<file path="config.mk">
export PLATFORM = sky130hd
export DESIGN_NAME = rbf_rx_framing
export DESIGN_NICKNAME = d
export VERILOG_FILES = /design/src/hdl/rbf_sync2.v /design/src/hdl/rbf_rx_framing.v
export VERILOG_INCLUDE_DIRS = /design/src /design/src/hdl
export SDC_FILE = /design/constraint.sdc
export NUM_CORES = 1
export LEC_CHECK = 0
export ABC_AREA = 1
export BUFFER_PORTS_ARGS = -buffer_cell sky130_fd_sc_hd__buf_2
export CORE_AREA = 2 2 123 125
export CTS_CLUSTER_DIAMETER = 200
export DETAILED_ROUTE_END_ITERATION = 6
export DIE_AREA = 0 0 125 127
export GPL_TIMING_DRIVEN = 1
export PLACE_DENSITY = 0.62
export SYNTH_ARGS = -nofsm -noshare
export SYNTH_HDL_FRONTEND = slang
export SYNTH_SLANG_ARGS = --single-unit
</file>
<file path="constraint.sdc">
create_clock -name aclk -period 4.77 [get_ports aclk]
set_input_delay 0.477 -clock aclk [delete_from_list [all_inputs] [get_ports aclk]]
set_output_delay 0.477 -clock aclk [all_outputs]
set_load 0.01 [all_outputs]
</file>
<file path="src/hdl/rbf_map.vh">
// Register map, field positions and codes of the receive bit-framing block
`ifndef RBF_MAP_VH
`define RBF_MAP_VH

// Register indices; the byte address is four times the index
`define RBF_IDX_STATUS   6'h0B
`define RBF_IDX_BITCTRL  6'h0C
`define RBF_IDX_COLL     6'h0D
`define RBF_IDX_CMD      6'h10
`define RBF_IDX_EVENT    6'h11
`define RBF_IDX_MASK     6'h12

// Bit-framing control fields
`define RBF_KEEP_BIT     7
`define RBF_OFS_HI       6
`define RBF_OFS_LO       4
`define RBF_COLLISION_AS_INTEGRITY_ERROR_BIT   3
`define RBF_CTRL_WMASK   8'hF8
`define RBF_BITCTRL_RST  8'h00

// Collision position fields
`define RBF_CVALID_BIT   7
`define RBF_COLL_LIMIT   8'h40

// Transceiver state codes
`define RBF_ST_IDLE      3'h0
`define RBF_ST_TRANSMIT_WAIT_STATE    3'h1
`define RBF_ST_TX        3'h3
`define RBF_ST_RECEIVE_WAIT_STATE    3'h5
`define RBF_ST_WAITDATA  3'h6
`define RBF_ST_RX        3'h7

// Command codes
`define RBF_CMD_IDLE     2'h0
`define RBF_CMD_RECV     2'h1
`define RBF_CMD_TRCV     2'h2

// Event bits
`define RBF_EV_INTEG     0
`define RBF_EV_COLL      1
`define RBF_EV_DONE      2

// Bus responses
`define RBF_RESP_OKAY    2'h0
`define RBF_RESP_SLVERR  2'h2

`endif

</file>
<file path="src/hdl/rbf_sync2.v">
// Two-stage synchroniser for a group of asynchronous levels
`timescale 1ns/1ps

module rbf_sync2 #(
  parameter WIDTH = 7
) (
  input  wire             aclk,
  input  wire             aresetn,
  input  wire [WIDTH-1:0] async_in,
  output wire [WIDTH-1:0] sync_out
);

  reg [WIDTH-1:0] meta_reg;
  reg [WIDTH-1:0] sync_reg;

  // First stage feeds only the second stage
  always @(posedge aclk)
  begin
    if (!aresetn)
    begin
      meta_reg <= {WIDTH{1'b0}};
      sync_reg <= {WIDTH{1'b0}};
    end
    else
    begin
      meta_reg <= async_in;
      sync_reg <= meta_reg;
    end
  end

  assign sync_out = sync_reg;

endmodule

</file>
<file path="src/hdl/rbf_rx_framing.v">
// Receive bit framing, collision capture and transceiver state with AXI4-Lite registers
`timescale 1ns/1ps
`include "rbf_map.vh"

// Contract
// RQ1 - State machine shown as fixed 3-bit code
// RQ2 - Bits after collision stored zero unless kept
// RQ3 - First bit stored at offset, then upward
// RQ4 - Offset seven wraps second bit to next byte
// RQ5 - Zero offset means byte-oriented reception
// RQ6 - Collision raises integrity error when enabled
// RQ7 - Last byte valid bit count, zero whole
// RQ8 - Valid bit count loaded at end, cleared start
// RQ9 - Index valid only when index is meaningful
// RQ10 - Index of first collision, data bits only
// RQ11 - Zero-based index, first eight bytes only
// RQ12 - Nonzero offset added into collision index
// RQ13 - Host uses index only when valid set
// RQ14 - No collision flag inside end-of-frame symbol
// RQ15 - Collision flag cleared entering wait-for-data
// RQ16 - Index and valid cleared at reception start
// RQ17 - Reserved status bits read zero, ignore writes
module rbf_rx_framing #(
  parameter [15:0] RX_WAIT_CYCLES = 16'h0010
) (
  input  wire        aclk,
  input  wire        aresetn,
  input  wire [7:0]  s_axi_awaddr,
  input  wire        s_axi_awvalid,
  output wire        s_axi_awready,
  input  wire [31:0] s_axi_wdata,
  input  wire [3:0]  s_axi_wstrb,
  input  wire        s_axi_wvalid,
  output wire        s_axi_wready,
  output wire [1:0]  s_axi_bresp,
  output wire        s_axi_bvalid,
  input  wire        s_axi_bready,
  input  wire [7:0]  s_axi_araddr,
  input  wire        s_axi_arvalid,
  output wire        s_axi_arready,
  output wire [31:0] s_axi_rdata,
  output wire [1:0]  s_axi_rresp,
  output wire        s_axi_rvalid,
  input  wire        s_axi_rready,
  input  wire        link_tx_done,
  input  wire        link_sof,
  input  wire        link_eof,
  input  wire        link_bit_strobe,
  input  wire        link_bit_data,
  input  wire        link_bit_coll,
  input  wire        link_coll_in_eof,
  output wire [2:0]  link_state_code,
  output wire [7:0]  rx_byte_data,
  output wire        rx_byte_valid,
  output wire        irq
);

  localparam ST_IDLE     = `RBF_ST_IDLE;
  localparam ST_TRANSMIT_WAIT_STATE   = `RBF_ST_TRANSMIT_WAIT_STATE;
  localparam ST_TX       = `RBF_ST_TX;
  localparam ST_RECEIVE_WAIT_STATE   = `RBF_ST_RECEIVE_WAIT_STATE;
  localparam ST_WAITDATA = `RBF_ST_WAITDATA;
  localparam ST_RX       = `RBF_ST_RX;

  // Address decode shared by the read and write paths
  function addr_hit;
    input [7:0] addr;
    input [5:0] idx;
    begin
      addr_hit = (addr[7:2] == idx);
    end
  endfunction

  function mapped;
    input [7:0] addr;
    begin
      mapped = addr_hit(addr, `RBF_IDX_STATUS) | addr_hit(addr, `RBF_IDX_BITCTRL) |
               addr_hit(addr, `RBF_IDX_COLL) | addr_hit(addr, `RBF_IDX_CMD) |
               addr_hit(addr, `RBF_IDX_EVENT) | addr_hit(addr, `RBF_IDX_MASK);
    end
  endfunction

  // Link pins are asynchronous: synchronise before any use
  wire [6:0] pin_sync;
  reg  [6:0] pin_prev_reg;

  rbf_sync2 #(
    .WIDTH (7)
  ) u_sync (
    .aclk     (aclk),
    .aresetn  (aresetn),
    .async_in ({link_coll_in_eof, link_bit_coll, link_bit_data, link_bit_strobe,
                link_eof, link_sof, link_tx_done}),
    .sync_out (pin_sync)
  );

  wire tx_done_rise = pin_sync[0] & ~pin_prev_reg[0];
  wire sof_rise     = pin_sync[1] & ~pin_prev_reg[1];
  wire eof_rise     = pin_sync[2] & ~pin_prev_reg[2];
  wire bit_rise     = pin_sync[3] & ~pin_prev_reg[3];
  wire bit_data     = pin_sync[4];
  wire bit_coll     = pin_sync[5];
  wire coll_in_eof  = pin_sync[6];

  // AXI4-Lite state
  reg        aw_have_reg;
  reg        w_have_reg;
  reg [7:0]  awaddr_reg;
  reg [7:0]  wdata_reg;
  reg        wlane_reg;
  reg        awready_reg;
  reg        wready_reg;
  reg        bvalid_reg;
  reg [1:0]  bresp_reg;
  reg        arready_reg;
  reg        rvalid_reg;
  reg [1:0]  rresp_reg;
  reg [7:0]  rdata_reg;

  // Block state
  reg [2:0]  state_reg;
  reg [15:0] wait_cnt_reg;
  reg [7:0]  bitctrl_reg;
  reg [7:0]  coll_reg;
  reg [2:0]  event_reg;
  reg [2:0]  mask_reg;
  reg [2:0]  bit_pos_reg;
  reg [7:0]  acc_reg;
  reg [6:0]  dbit_cnt_reg;
  reg        coll_seen_reg;
  reg [7:0]  byte_out_reg;
  reg        byte_valid_reg;
  reg        irq_reg;

  wire [2:0] bit_offset = bitctrl_reg[`RBF_OFS_HI:`RBF_OFS_LO];
  wire       keep_bits  = bitctrl_reg[`RBF_KEEP_BIT];
  wire       coll_integ = bitctrl_reg[`RBF_COLLISION_AS_INTEGRITY_ERROR_BIT];

  wire aw_hs   = s_axi_awvalid & awready_reg;
  wire w_hs    = s_axi_wvalid & wready_reg;
  wire ar_hs   = s_axi_arvalid & arready_reg;
  wire wr_fire = aw_have_reg & w_have_reg & ~bvalid_reg;
  wire wr_en   = wr_fire & wlane_reg;

  wire aw_have_next = wr_fire ? 1'b0 : (aw_have_reg | aw_hs);
  wire w_have_next  = wr_fire ? 1'b0 : (w_have_reg | w_hs);
  wire bvalid_next  = wr_fire | (bvalid_reg & ~s_axi_bready);
  wire rvalid_next  = ar_hs | (rvalid_reg & ~s_axi_rready);

  // Write channel: address and data taken in either order, one write at a time
  always @(posedge aclk)
  begin
    if (!aresetn)
    begin
      aw_have_reg <= 1'b0;
      w_have_reg  <= 1'b0;
      awaddr_reg  <= 8'h00;
      wdata_reg   <= 8'h00;
      wlane_reg   <= 1'b0;
      awready_reg <= 1'b0;
      wready_reg  <= 1'b0;
      bvalid_reg  <= 1'b0;
      bresp_reg   <= `RBF_RESP_OKAY;
    end
    else
    begin
      if (aw_hs)
        awaddr_reg <= s_axi_awaddr;
      if (w_hs)
      begin
        wdata_reg <= s_axi_wdata[7:0];
        wlane_reg <= s_axi_wstrb[0];
      end
      if (wr_fire)
        bresp_reg <= mapped(awaddr_reg) ? `RBF_RESP_OKAY : `RBF_RESP_SLVERR;
      aw_have_reg <= aw_have_next;
      w_have_reg  <= w_have_next;
      bvalid_reg  <= bvalid_next;
      awready_reg <= ~aw_have_next & ~bvalid_next;
      wready_reg  <= ~w_have_next & ~bvalid_next;
    end
  end

  // Read data selection; narrow registers sit in the low byte
  reg [7:0] rd_mux;
  always @*
  begin
    rd_mux = 8'h00;
    // RQ17 reserved status bits
    if (addr_hit(s_axi_araddr, `RBF_IDX_STATUS))
      rd_mux = {5'h00, state_reg};
    else if (addr_hit(s_axi_araddr, `RBF_IDX_BITCTRL))
      rd_mux = bitctrl_reg;
    else if (addr_hit(s_axi_araddr, `RBF_IDX_COLL))
      rd_mux = coll_reg;
    else if (addr_hit(s_axi_araddr, `RBF_IDX_EVENT))
      rd_mux = {5'h00, event_reg};
    else if (addr_hit(s_axi_araddr, `RBF_IDX_MASK))
      rd_mux = {5'h00, mask_reg};
  end

  // Read channel: answer one cycle after the address is taken
  always @(posedge aclk)
  begin
    if (!aresetn)
    begin
      arready_reg <= 1'b0;
      rvalid_reg  <= 1'b0;
      rresp_reg   <= `RBF_RESP_OKAY;
      rdata_reg   <= 8'h00;
    end
    else
    begin
      if (ar_hs)
      begin
        rdata_reg <= rd_mux;
        rresp_reg <= mapped(s_axi_araddr) ? `RBF_RESP_OKAY : `RBF_RESP_SLVERR;
      end
      rvalid_reg  <= rvalid_next;
      arready_reg <= ~rvalid_next;
    end
  end

  wire       cmd_wr   = wr_en & addr_hit(awaddr_reg, `RBF_IDX_CMD);
  wire [1:0] cmd_code = wdata_reg[1:0];

  // Reception datapath terms
  wire       in_rx     = (state_reg == ST_RX);
  wire       rx_bit    = in_rx & bit_rise;
  // RQ14 EOF collisions masked
  wire       coll_now  = rx_bit & bit_coll & ~coll_in_eof;
  // RQ2 zero after collision
  wire       store_bit = (coll_seen_reg & ~keep_bits) ? 1'b0 : bit_data;
  // RQ12 offset added into index
  wire [7:0] coll_pos  = {1'b0, dbit_cnt_reg} + {5'h00, bit_offset};
  wire       frame_end = in_rx & eof_rise;
  wire       enter_wd  = (state_reg != ST_WAITDATA) &&
                         ((cmd_wr && cmd_code == `RBF_CMD_RECV) ||
                          (state_reg == ST_RECEIVE_WAIT_STATE && wait_cnt_reg == 16'h0000));
  wire       rx_start  = (state_reg == ST_WAITDATA) & sof_rise;

  // Transceiver state machine
  always @(posedge aclk)
  begin
    if (!aresetn)
    begin
      state_reg    <= ST_IDLE;
      wait_cnt_reg <= 16'h0000;
    end
    else if (cmd_wr)
    begin
      case (cmd_code)
        `RBF_CMD_RECV: state_reg <= ST_WAITDATA;
        `RBF_CMD_TRCV: state_reg <= ST_TRANSMIT_WAIT_STATE;
        default:       state_reg <= ST_IDLE;
      endcase
    end
    else
    begin
      // RQ1 state codes
      case (state_reg)
        ST_TRANSMIT_WAIT_STATE:
          state_reg <= ST_TX;
        ST_TX:
          if (tx_done_rise)
          begin
            state_reg    <= ST_RECEIVE_WAIT_STATE;
            wait_cnt_reg <= RX_WAIT_CYCLES;
          end
        ST_RECEIVE_WAIT_STATE:
          if (wait_cnt_reg == 16'h0000)
            state_reg <= ST_WAITDATA;
          else
            wait_cnt_reg <= wait_cnt_reg - 16'h0001;
        ST_WAITDATA:
          if (sof_rise)
            state_reg <= ST_RX;
        ST_RX:
          if (eof_rise)
            state_reg <= ST_IDLE;
        default:
          state_reg <= ST_IDLE;
      endcase
    end
  end

  // Bit placement, byte assembly and collision capture
  always @(posedge aclk)
  begin
    if (!aresetn)
    begin
      pin_prev_reg   <= 7'h00;
      bitctrl_reg    <= `RBF_BITCTRL_RST;
      coll_reg       <= 8'h00;
      bit_pos_reg    <= 3'h0;
      acc_reg        <= 8'h00;
      dbit_cnt_reg   <= 7'h00;
      coll_seen_reg  <= 1'b0;
      byte_out_reg   <= 8'h00;
      byte_valid_reg <= 1'b0;
    end
    else
    begin
      pin_prev_reg   <= pin_sync;
      byte_valid_reg <= 1'b0;
      // Only the upper five control bits are software-writable
      if (wr_en && addr_hit(awaddr_reg, `RBF_IDX_BITCTRL))
        bitctrl_reg[7:3] <= wdata_reg[7:3];
      if (rx_start)
      begin
        // RQ3 start at offset
        bit_pos_reg   <= bit_offset;
        acc_reg       <= 8'h00;
        dbit_cnt_reg  <= 7'h00;
        coll_seen_reg <= 1'b0;
        // RQ16 clear stale collision
        coll_reg      <= 8'h00;
        // RQ8 cleared at start
        bitctrl_reg[2:0] <= 3'h0;
      end
      else if (rx_bit)
      begin
        // RQ3 place bit upward
        acc_reg[bit_pos_reg] <= store_bit;
        if (dbit_cnt_reg != 7'h7F)
          dbit_cnt_reg <= dbit_cnt_reg + 7'h01;
        // RQ4 wrap to next byte
        if (bit_pos_reg == 3'h7)
        begin
          byte_out_reg   <= {store_bit, acc_reg[6:0]};
          byte_valid_reg <= 1'b1;
          acc_reg        <= 8'h00;
          bit_pos_reg    <= 3'h0;
        end
        else
          bit_pos_reg <= bit_pos_reg + 3'h1;
        if (coll_now && !coll_seen_reg)
        begin
          coll_seen_reg <= 1'b1;
          // RQ10 first collision index
          coll_reg[6:0] <= coll_pos[6:0];
          // RQ9 RQ11 valid inside first 8 bytes
          coll_reg[`RBF_CVALID_BIT] <= (coll_pos < `RBF_COLL_LIMIT);
        end
      end
      else if (frame_end)
      begin
        // A partial last byte is still handed on
        if (bit_pos_reg != 3'h0)
        begin
          byte_out_reg   <= acc_reg;
          byte_valid_reg <= 1'b1;
        end
        // RQ5 RQ7 RQ8 valid bits loaded when bit-oriented
        if (bit_offset != 3'h0)
          bitctrl_reg[2:0] <= bit_pos_reg;
      end
    end
  end

  // Event flags: hardware set beats both software and hardware clears
  reg [2:0] ev_set;
  reg [2:0] ev_clr;
  always @*
  begin
    ev_set = 3'h0;
    ev_clr = 3'h0;
    ev_set[`RBF_EV_COLL]  = coll_now;
    // RQ6 collision as integrity error
    ev_set[`RBF_EV_INTEG] = coll_now & coll_integ;
    ev_set[`RBF_EV_DONE]  = frame_end;
    if (wr_en && addr_hit(awaddr_reg, `RBF_IDX_EVENT))
      ev_clr = wdata_reg[2:0];
    // RQ15 clear on wait-for-data entry
    if (enter_wd)
    begin
      ev_clr[`RBF_EV_COLL]  = 1'b1;
      ev_clr[`RBF_EV_INTEG] = 1'b1;
    end
  end

  // Interrupt status, mask and level output
  always @(posedge aclk)
  begin
    if (!aresetn)
    begin
      event_reg <= 3'h0;
      mask_reg  <= 3'h0;
      irq_reg   <= 1'b0;
    end
    else
    begin
      event_reg <= (event_reg & ~ev_clr) | ev_set;
      if (wr_en && addr_hit(awaddr_reg, `RBF_IDX_MASK))
        mask_reg <= wdata_reg[2:0];
      irq_reg <= |(event_reg & mask_reg);
    end
  end

  assign s_axi_awready   = awready_reg;
  assign s_axi_wready    = wready_reg;
  assign s_axi_bresp     = bresp_reg;
  assign s_axi_bvalid    = bvalid_reg;
  assign s_axi_arready   = arready_reg;
  assign s_axi_rdata     = {24'h000000, rdata_reg};
  assign s_axi_rresp     = rresp_reg;
  assign s_axi_rvalid    = rvalid_reg;
  assign link_state_code = state_reg;
  assign rx_byte_data    = byte_out_reg;
  assign rx_byte_valid   = byte_valid_reg;
  assign irq             = irq_reg;

endmodule

</file>
==> impl_metrics.toml, run 1 <==
[setup_path]
reg2regPathDepth = 8
cpLargestDelayFamily = "simple AND/OR/NAND/NOR gates"
worst-path-buf-inv = 2
max_stage_delay_ns = 0.45
cp.depth = 8
cp_slowest_cell = "dfxtp_1"
criticalPathCategory = "flop to flop"
worstPathRequired_ns = 5.07
cp-end-kind = "flop"
arrival_ns = 2.37
cp_max_fo = 23
crit_chain = "nand3_1, nor2_2, buf_4, nand2_1, nand2_1, inv_1, nor2_1, nor2_1"
startpoint_type = "flop"

[synth]
synth_cell_type_count = 39
syn_area_um2 = 5740
synth_area_leaders = "dfxtp_1 (42%), nand2_1 (10%), nor2_1 (8.8%)"
yosys_warnings = 0
synthCells = 827
yosys.area.top_type = "dfxtp_1"
avgSynthCellArea_um2 = 6.94
synth_seq_area_share_pct = 41.8
postSynth.asyncResetShare_pct = 0
synth_top_area_share_pct = 41.8
synth_edf_count = 0
synth_seq_cells = 120
synth_top_flop_cell = "dfxtp_1"

[grt]
grt_pass1_vias = 4766
grt_max_degree = 60
groute.usage.overall_pct = 17.6
antenna_found_initial = 0
grt_pass1_wl_mm = 22.8
grt.overflow.total = 0

[sta]
worst_pin_slew_ns = 0.923
min_period_ns = 2.07
drv_slew = 0
rsz0062_at_grt = "no"
fin_skew_ns = 0.00730
fin_crit_sh_pct = 43.4
hold_ws_ns = 0.251
finalHoldViolCount = 0
max_slew_margin_pct = 37.9
setup_tns_ns = 0
setup_ws_ns = 2.70
fmax_ghz = 0.483
setup-violations-final = 0

[power_and_ir_drop]
p_clk_share_pct = 53.2
vdd_drop_max_v = 0.000259
p_switching_mw = 0.526
power_frac_comb_pct = 4.3
switching_share_pct = 21.6
pwr-share-seq_pct = 42.5
p_int_mw = 1.91
total_leakage_power_nw = 3.12
p_per_area_nw_per_um2 = 363

[cells_and_area]
area_growth_pct = 16.9
final_cell_mix = "nand2_1 (158), nor2_1 (135), dfxtp_1 (120)"
drive_above_1_share_pct = 12.9
fillerInstances = 1499
final_area_um2 = 6710
diodes = 0
largest_reg_flops = 16
layout.cells.non_filler = 1086
final_nets = 967
layout_commonest_cell = "nand2_1"

[detailed_routing]
first_iter_violations = 271
firstDrtPassIters = 5
viasPerCell = 4.78
wl_mm = 13.4
final_antenna_net_count = 0
vias = 5193
wire_per_inst_um = 12.3
route.detailed.drc = 0

[clock_tree]
cts.repair.resized = 0
cts_sinks = 120
ctsHtreeMaxLevel = 4
cts-root-buf = "clkbuf_16"
clkLatencyLatePin_ns = 0.41
cts_setup_buffers = 0
clockBufferDepth = 2
hold_buffers = 0
tritoncts = "done"
cts-buffers-inserted = 17
cts.clk_slew.worst_paths_ns = 0.05

[place]
dp_hpwl_mm = 9.57
place_area_um2 = 6120
io_buffer_count = 62
place_inst = 1056
gp_congestion = 0.868
pre_cts_slack_ns = 2.61

[floorplanning]
placementRows = 44
dieArea_um2 = 15900
core_area_um2 = 14400
dieWidth_um = 125
die-height_um = 127
io_pins = 120
start_util_pct = 39.8

[hold_path]
min_path_type = "input pin to flop"
hold_path_depth = 3

[run_status]
outcome = "finished clean"

[job]
maxCapViolCount = 0
==> power groups by stage <==
stage / Clock [mW] / Sequential (mW) / Combinational, mW
detailed placement: 0 / 1.06 / 0.105
floorplan: 0 / 1.06 / 0.0833
CTS: 1.32 / 1.04 / 0.105
finish: 1.30 / 1.04 / 0.104
global placement: 0 / 1.06 / 0.105
global route: 1.37 / 1.04 / 0.121
==> cells in the mapped netlist (2+ instances only) <==
cell type and number:
nand2_1 158, nor2_1 135, dfxtp_1 120, inv_1 98, a21oi_1 72, nand3_1 62
o21ai_0 58, buf_4 26, clkbuf_1 12, nand4_1 10, ha_1 9, buf_2 6
inv_2 6, xnor2_1 6, xor2_1 6, nor2_2 5, a31oi_1 4, nor3_1 4
o22ai_1 4, nor2_4 3, nand2_2 2, nor4_1 2, o31ai_1 2, or2_2 2
==> routing by layer <==
layer  track usage, %  vias up  wire, µm
met3             3.85       19       712
li1                 -     2724         -
met1             25.4     2309      6960
met5                0        -         0
met2             25.6      141      5520
met4             6.93        0       204
==> layout make-up <==
cell class | count | area, µm² | share of cell area [%]
clock buffer | 22 | 474 | 7.06
timing repair buffer | 65 | 333 | 4.96
inverter | 105 | 394 | 5.87
tap | 184 | 230 | 3.43
multi-input combinational | 582 | 2760 | 41.1
clock inverter | 8 | 121 | 1.81
sequential | 120 | 2400 | 35.8
==> final timing paths <==
kind                             end          startpoint  slack, ns
hold reg to reg   u_sync.sync_out[4]  u_sync.meta_reg[4]       0.41
setup / recovery     rx_byte_data[0]  link_state_code[1]       2.70
setup reg to reg     rx_byte_data[0]  link_state_code[1]       2.70
hold / removal    u_sync.meta_reg[4]       link_bit_data       0.25
==> worst register-to-register path: cells and delay by family, from the launching register on <==
family	cells	cell delay, ns
AND/OR/NAND/NOR	6	1.05
buffers and inverters	2	0.47
flip-flops	1	0.45
==> kinds of logic (layout without fill, tap and decap cells) <==
family	after synthesis	in the layout	share of synthesized area (%)
buffers and inverters	150	200	11.8
adders and majority gates	10	10	2.31
and+or+nand+nor	388	388	28.9
other	1	26	0.0653
DFF	120	120	41.8
xor gates and xnor gates	12	12	1.83
AOI/OAI and AO/OA	146	146	13.3
==> stage by stage <==
stage | utilization [%] | total power, mW
2_1_floorplan | - | 1.14
3_3_place_gp | 42.4 | 1.16
3_5_place_dp | 42.4 | 1.16
4_1_cts | 46.5 | 2.46
5_1_grt | 46.5 | 2.53
6_report | 46.5 | 2.44
No activity file was read; power rests on OpenSTA's default activity.
==> inputs of run 2 (changes only) <==
ABC_AREA = 0   (was 1)
CORE_AREA = 2 2 121 123   (was 2 2 123 125)
DIE_AREA = 0 0 123 125   (was 0 0 125 127)
clock period = 2 ns   (was 4.77 ns; I/O delays follow)
==> run 2 against run 1 <==
The flow now finishes with violations (negative setup slack). Flip-flop and latch count unchanged. Die area fell by 3.1%. Critical path depth shrank 3. Synthesized area down 4.5%. Clock-buffer cell count is 1 lower. Cell count down 13%. Largest power group unchanged. Via count is 8.1% lower. Non-clock buffer count is 63 higher.
==> impl_metrics.toml, run 2 <==
[grt]
grt_max_degree = 29
groute.usage.overall_pct = 17.5
antenna_found_initial = 0
grt.overflow.total = 0
grt_pass1_wl_mm = 21.5
grt_pass1_vias = 4523

[synth]
synth_area_leaders = "dfxtp_1 (44%), mux2i_1 (6.4%), nor2_1 (5.0%)"
yosysMostFrequentCell = "dfxtp_1"
yosys.area.top_type = "dfxtp_1"
synth_seq_area_share_pct = 43.8
avgSynthCellArea_um2 = 8.65
yosys_warnings = 0
synthCells = 634
synth_cell_type_count = 60
synth_top_area_share_pct = 43.8
postSynth.asyncResetShare_pct = 0
syn_area_um2 = 5490
synth_common_cells = "dfxtp_1 (120), nor2_1 (73), a21oi_1 (52)"
synth_seq_cells = 120
synth_edf_count = 0
synth_top_flop_cell = "dfxtp_1"

[sta]
worst_pin_slew_ns = 0.541
setup_ws_ns = -0.366
rsz0062_at_grt = "yes"
fin_crit_sh_pct = 118
setup-violations-final = 20
min_period_ns = 2.37
max_slew_margin_pct = 63.8
drv_slew = 0
hold_ws_ns = 0.00966
fin_skew_ns = 0.00771
finalHoldViolCount = 0
fmax_ghz = 0.423

[place]
place_area_um2 = 6230
dp_hpwl_mm = 9.52
gp_congestion = 0.834
io_buffer_count = 62
pre_cts_slack_ns = -0.343

[floorplanning]
die-height_um = 125
io_pins = 120
dieWidth_um = 123
core_area_um2 = 14200
dieArea_um2 = 15400
start_util_pct = 38.6
placementRows = 44

[clock_tree]
cts.clk_slew.worst_paths_ns = 0.06
ctsHtreeMaxLevel = 4
clockBufferDepth = 2
cts_sinks = 120
cts-buffers-inserted = 17
cts-root-buf = "clkbuf_16"
clkLatencyLatePin_ns = 0.41
tritoncts = "done"

[detailed_routing]
vias = 4773
firstDrtPassIters = 5
first_iter_violations = 208
wl_mm = 12.9
final_antenna_net_count = 0
wire_per_inst_um = 13.7
viasPerCell = 5.06
route.detailed.drc = 0

[setup_path]
cp-end-kind = "flop"
arrival_ns = 2.71
max_stage_delay_ns = 0.53
path_common_cell = "or4_4"
crit_chain = "or4_4, or4_4, or4_4, or4_1, a21oi_1"
cp_max_fo = 2
cp_slowest_cell = "or4_4"
worstPathRequired_ns = 2.34
criticalPathCategory = "flop to flop"
startpoint_type = "flop"

[cells_and_area]
final_area_um2 = 7020
final_nets = 823
largest_reg_flops = 16
post-route-util_pct = 49.5
area_growth_pct = 28.1
layout_commonest_cell = "dfxtp_1"
final_cell_mix = "dfxtp_1 (118), nor2_1 (72), buf_2 (62)"
drive_above_1_share_pct = 23.6
diodes = 0

[power_and_ir_drop]
total_leakage_power_nw = 2.93
p_per_area_nw_per_um2 = 830
vdd_drop_max_v = 0.000493

[hold_path]
min_path_type = "input pin to flop"

[run_status]
outcome = "finished with violations"
violations = "negative setup slack"

[job]
maxCapViolCount = 0
-- run 2: layer usage --
layer / wire [µm] / share of wire [%] / track usage (%)
met5: 0 / 0 / 0
met4: 146 / 1.1 / 5.75
met3: 724 / 5.6 / 4.38
met2: 5780 / 45 / 26.7
met1: 6250 / 48 / 24.1
-- run 2: cells by family after synthesis --
| group | synth area share, % |
|---|---|
| AOI/OAI and AO/OA | 14.1 |
| and+or+nand+nor | 25.0 |
| buffers and inverters | 6.73 |
| other | 0.0684 |
| adders and majority gates | 2.42 |
| muxes | 6.59 |
| DFF | 43.8 |
| xor gates and xnor gates | 1.28 |
-- run 2: worst paths after layout --
path         cells past startpoint                 end  slack (ns)               start
max                              5    wait_cnt_reg[12]       -0.37     wait_cnt_reg[6]
min                              2  u_sync.meta_reg[1]        0.01            link_sof
max reg2reg                      5    wait_cnt_reg[12]       -0.37     wait_cnt_reg[6]
min reg2reg                      1  u_sync.sync_out[0]        0.44  u_sync.meta_reg[0]
-- run 2: through the flow --
step	total power, mW	setup TNS (ns)	instances
2_1_floorplan	2.70	-3.09	659
3_3_place_gp	2.76	-4.13	899
3_5_place_dp	2.77	-4.71	899
4_1_cts	5.88	-5.01	943
5_1_grt	6.04	-6.83	944
6_report	5.83	-5.39	944
-- run 2: worst max-delay path: cells and delay by family (launching register included) --
family,cells,cell delay [ns]
compound gates,1,0.12
flops,1,0.32
simple gates,4,1.85
-- run 2: repair_timing --
| item | in CTS | in global routing |
|---|---|---|
| setup endpoints to repair | 19 | 23 |
| hold endpoints to repair | 6 | 0 |
| cloned | 2 | 0 |
| pin swaps | 8 | 6 |
| hold buffers | 6 | 0 |
| setup buffers | 4 | 1 |
| resized for setup | 20 | 7 |
-- run 2: layout make-up --
cell class | count | area [µm²]
Multi-Input combinational cell | 469 | 2870
Inverter | 11 | 41.3
Clock buffer | 21 | 460
Timing Repair Buffer | 128 | 872
Tap cell | 184 | 230
Clock inverter | 11 | 146
Fill cell | 1361 | 7180
Sequential cell | 120 | 2400
-- run 2: power breakdown --
part           switching (mW)  internal [mW]  total (mW)
Combinational           0.153          0.109       0.261
Clock                    1.08           2.02        3.10
Sequential             0.0284           2.44        2.47
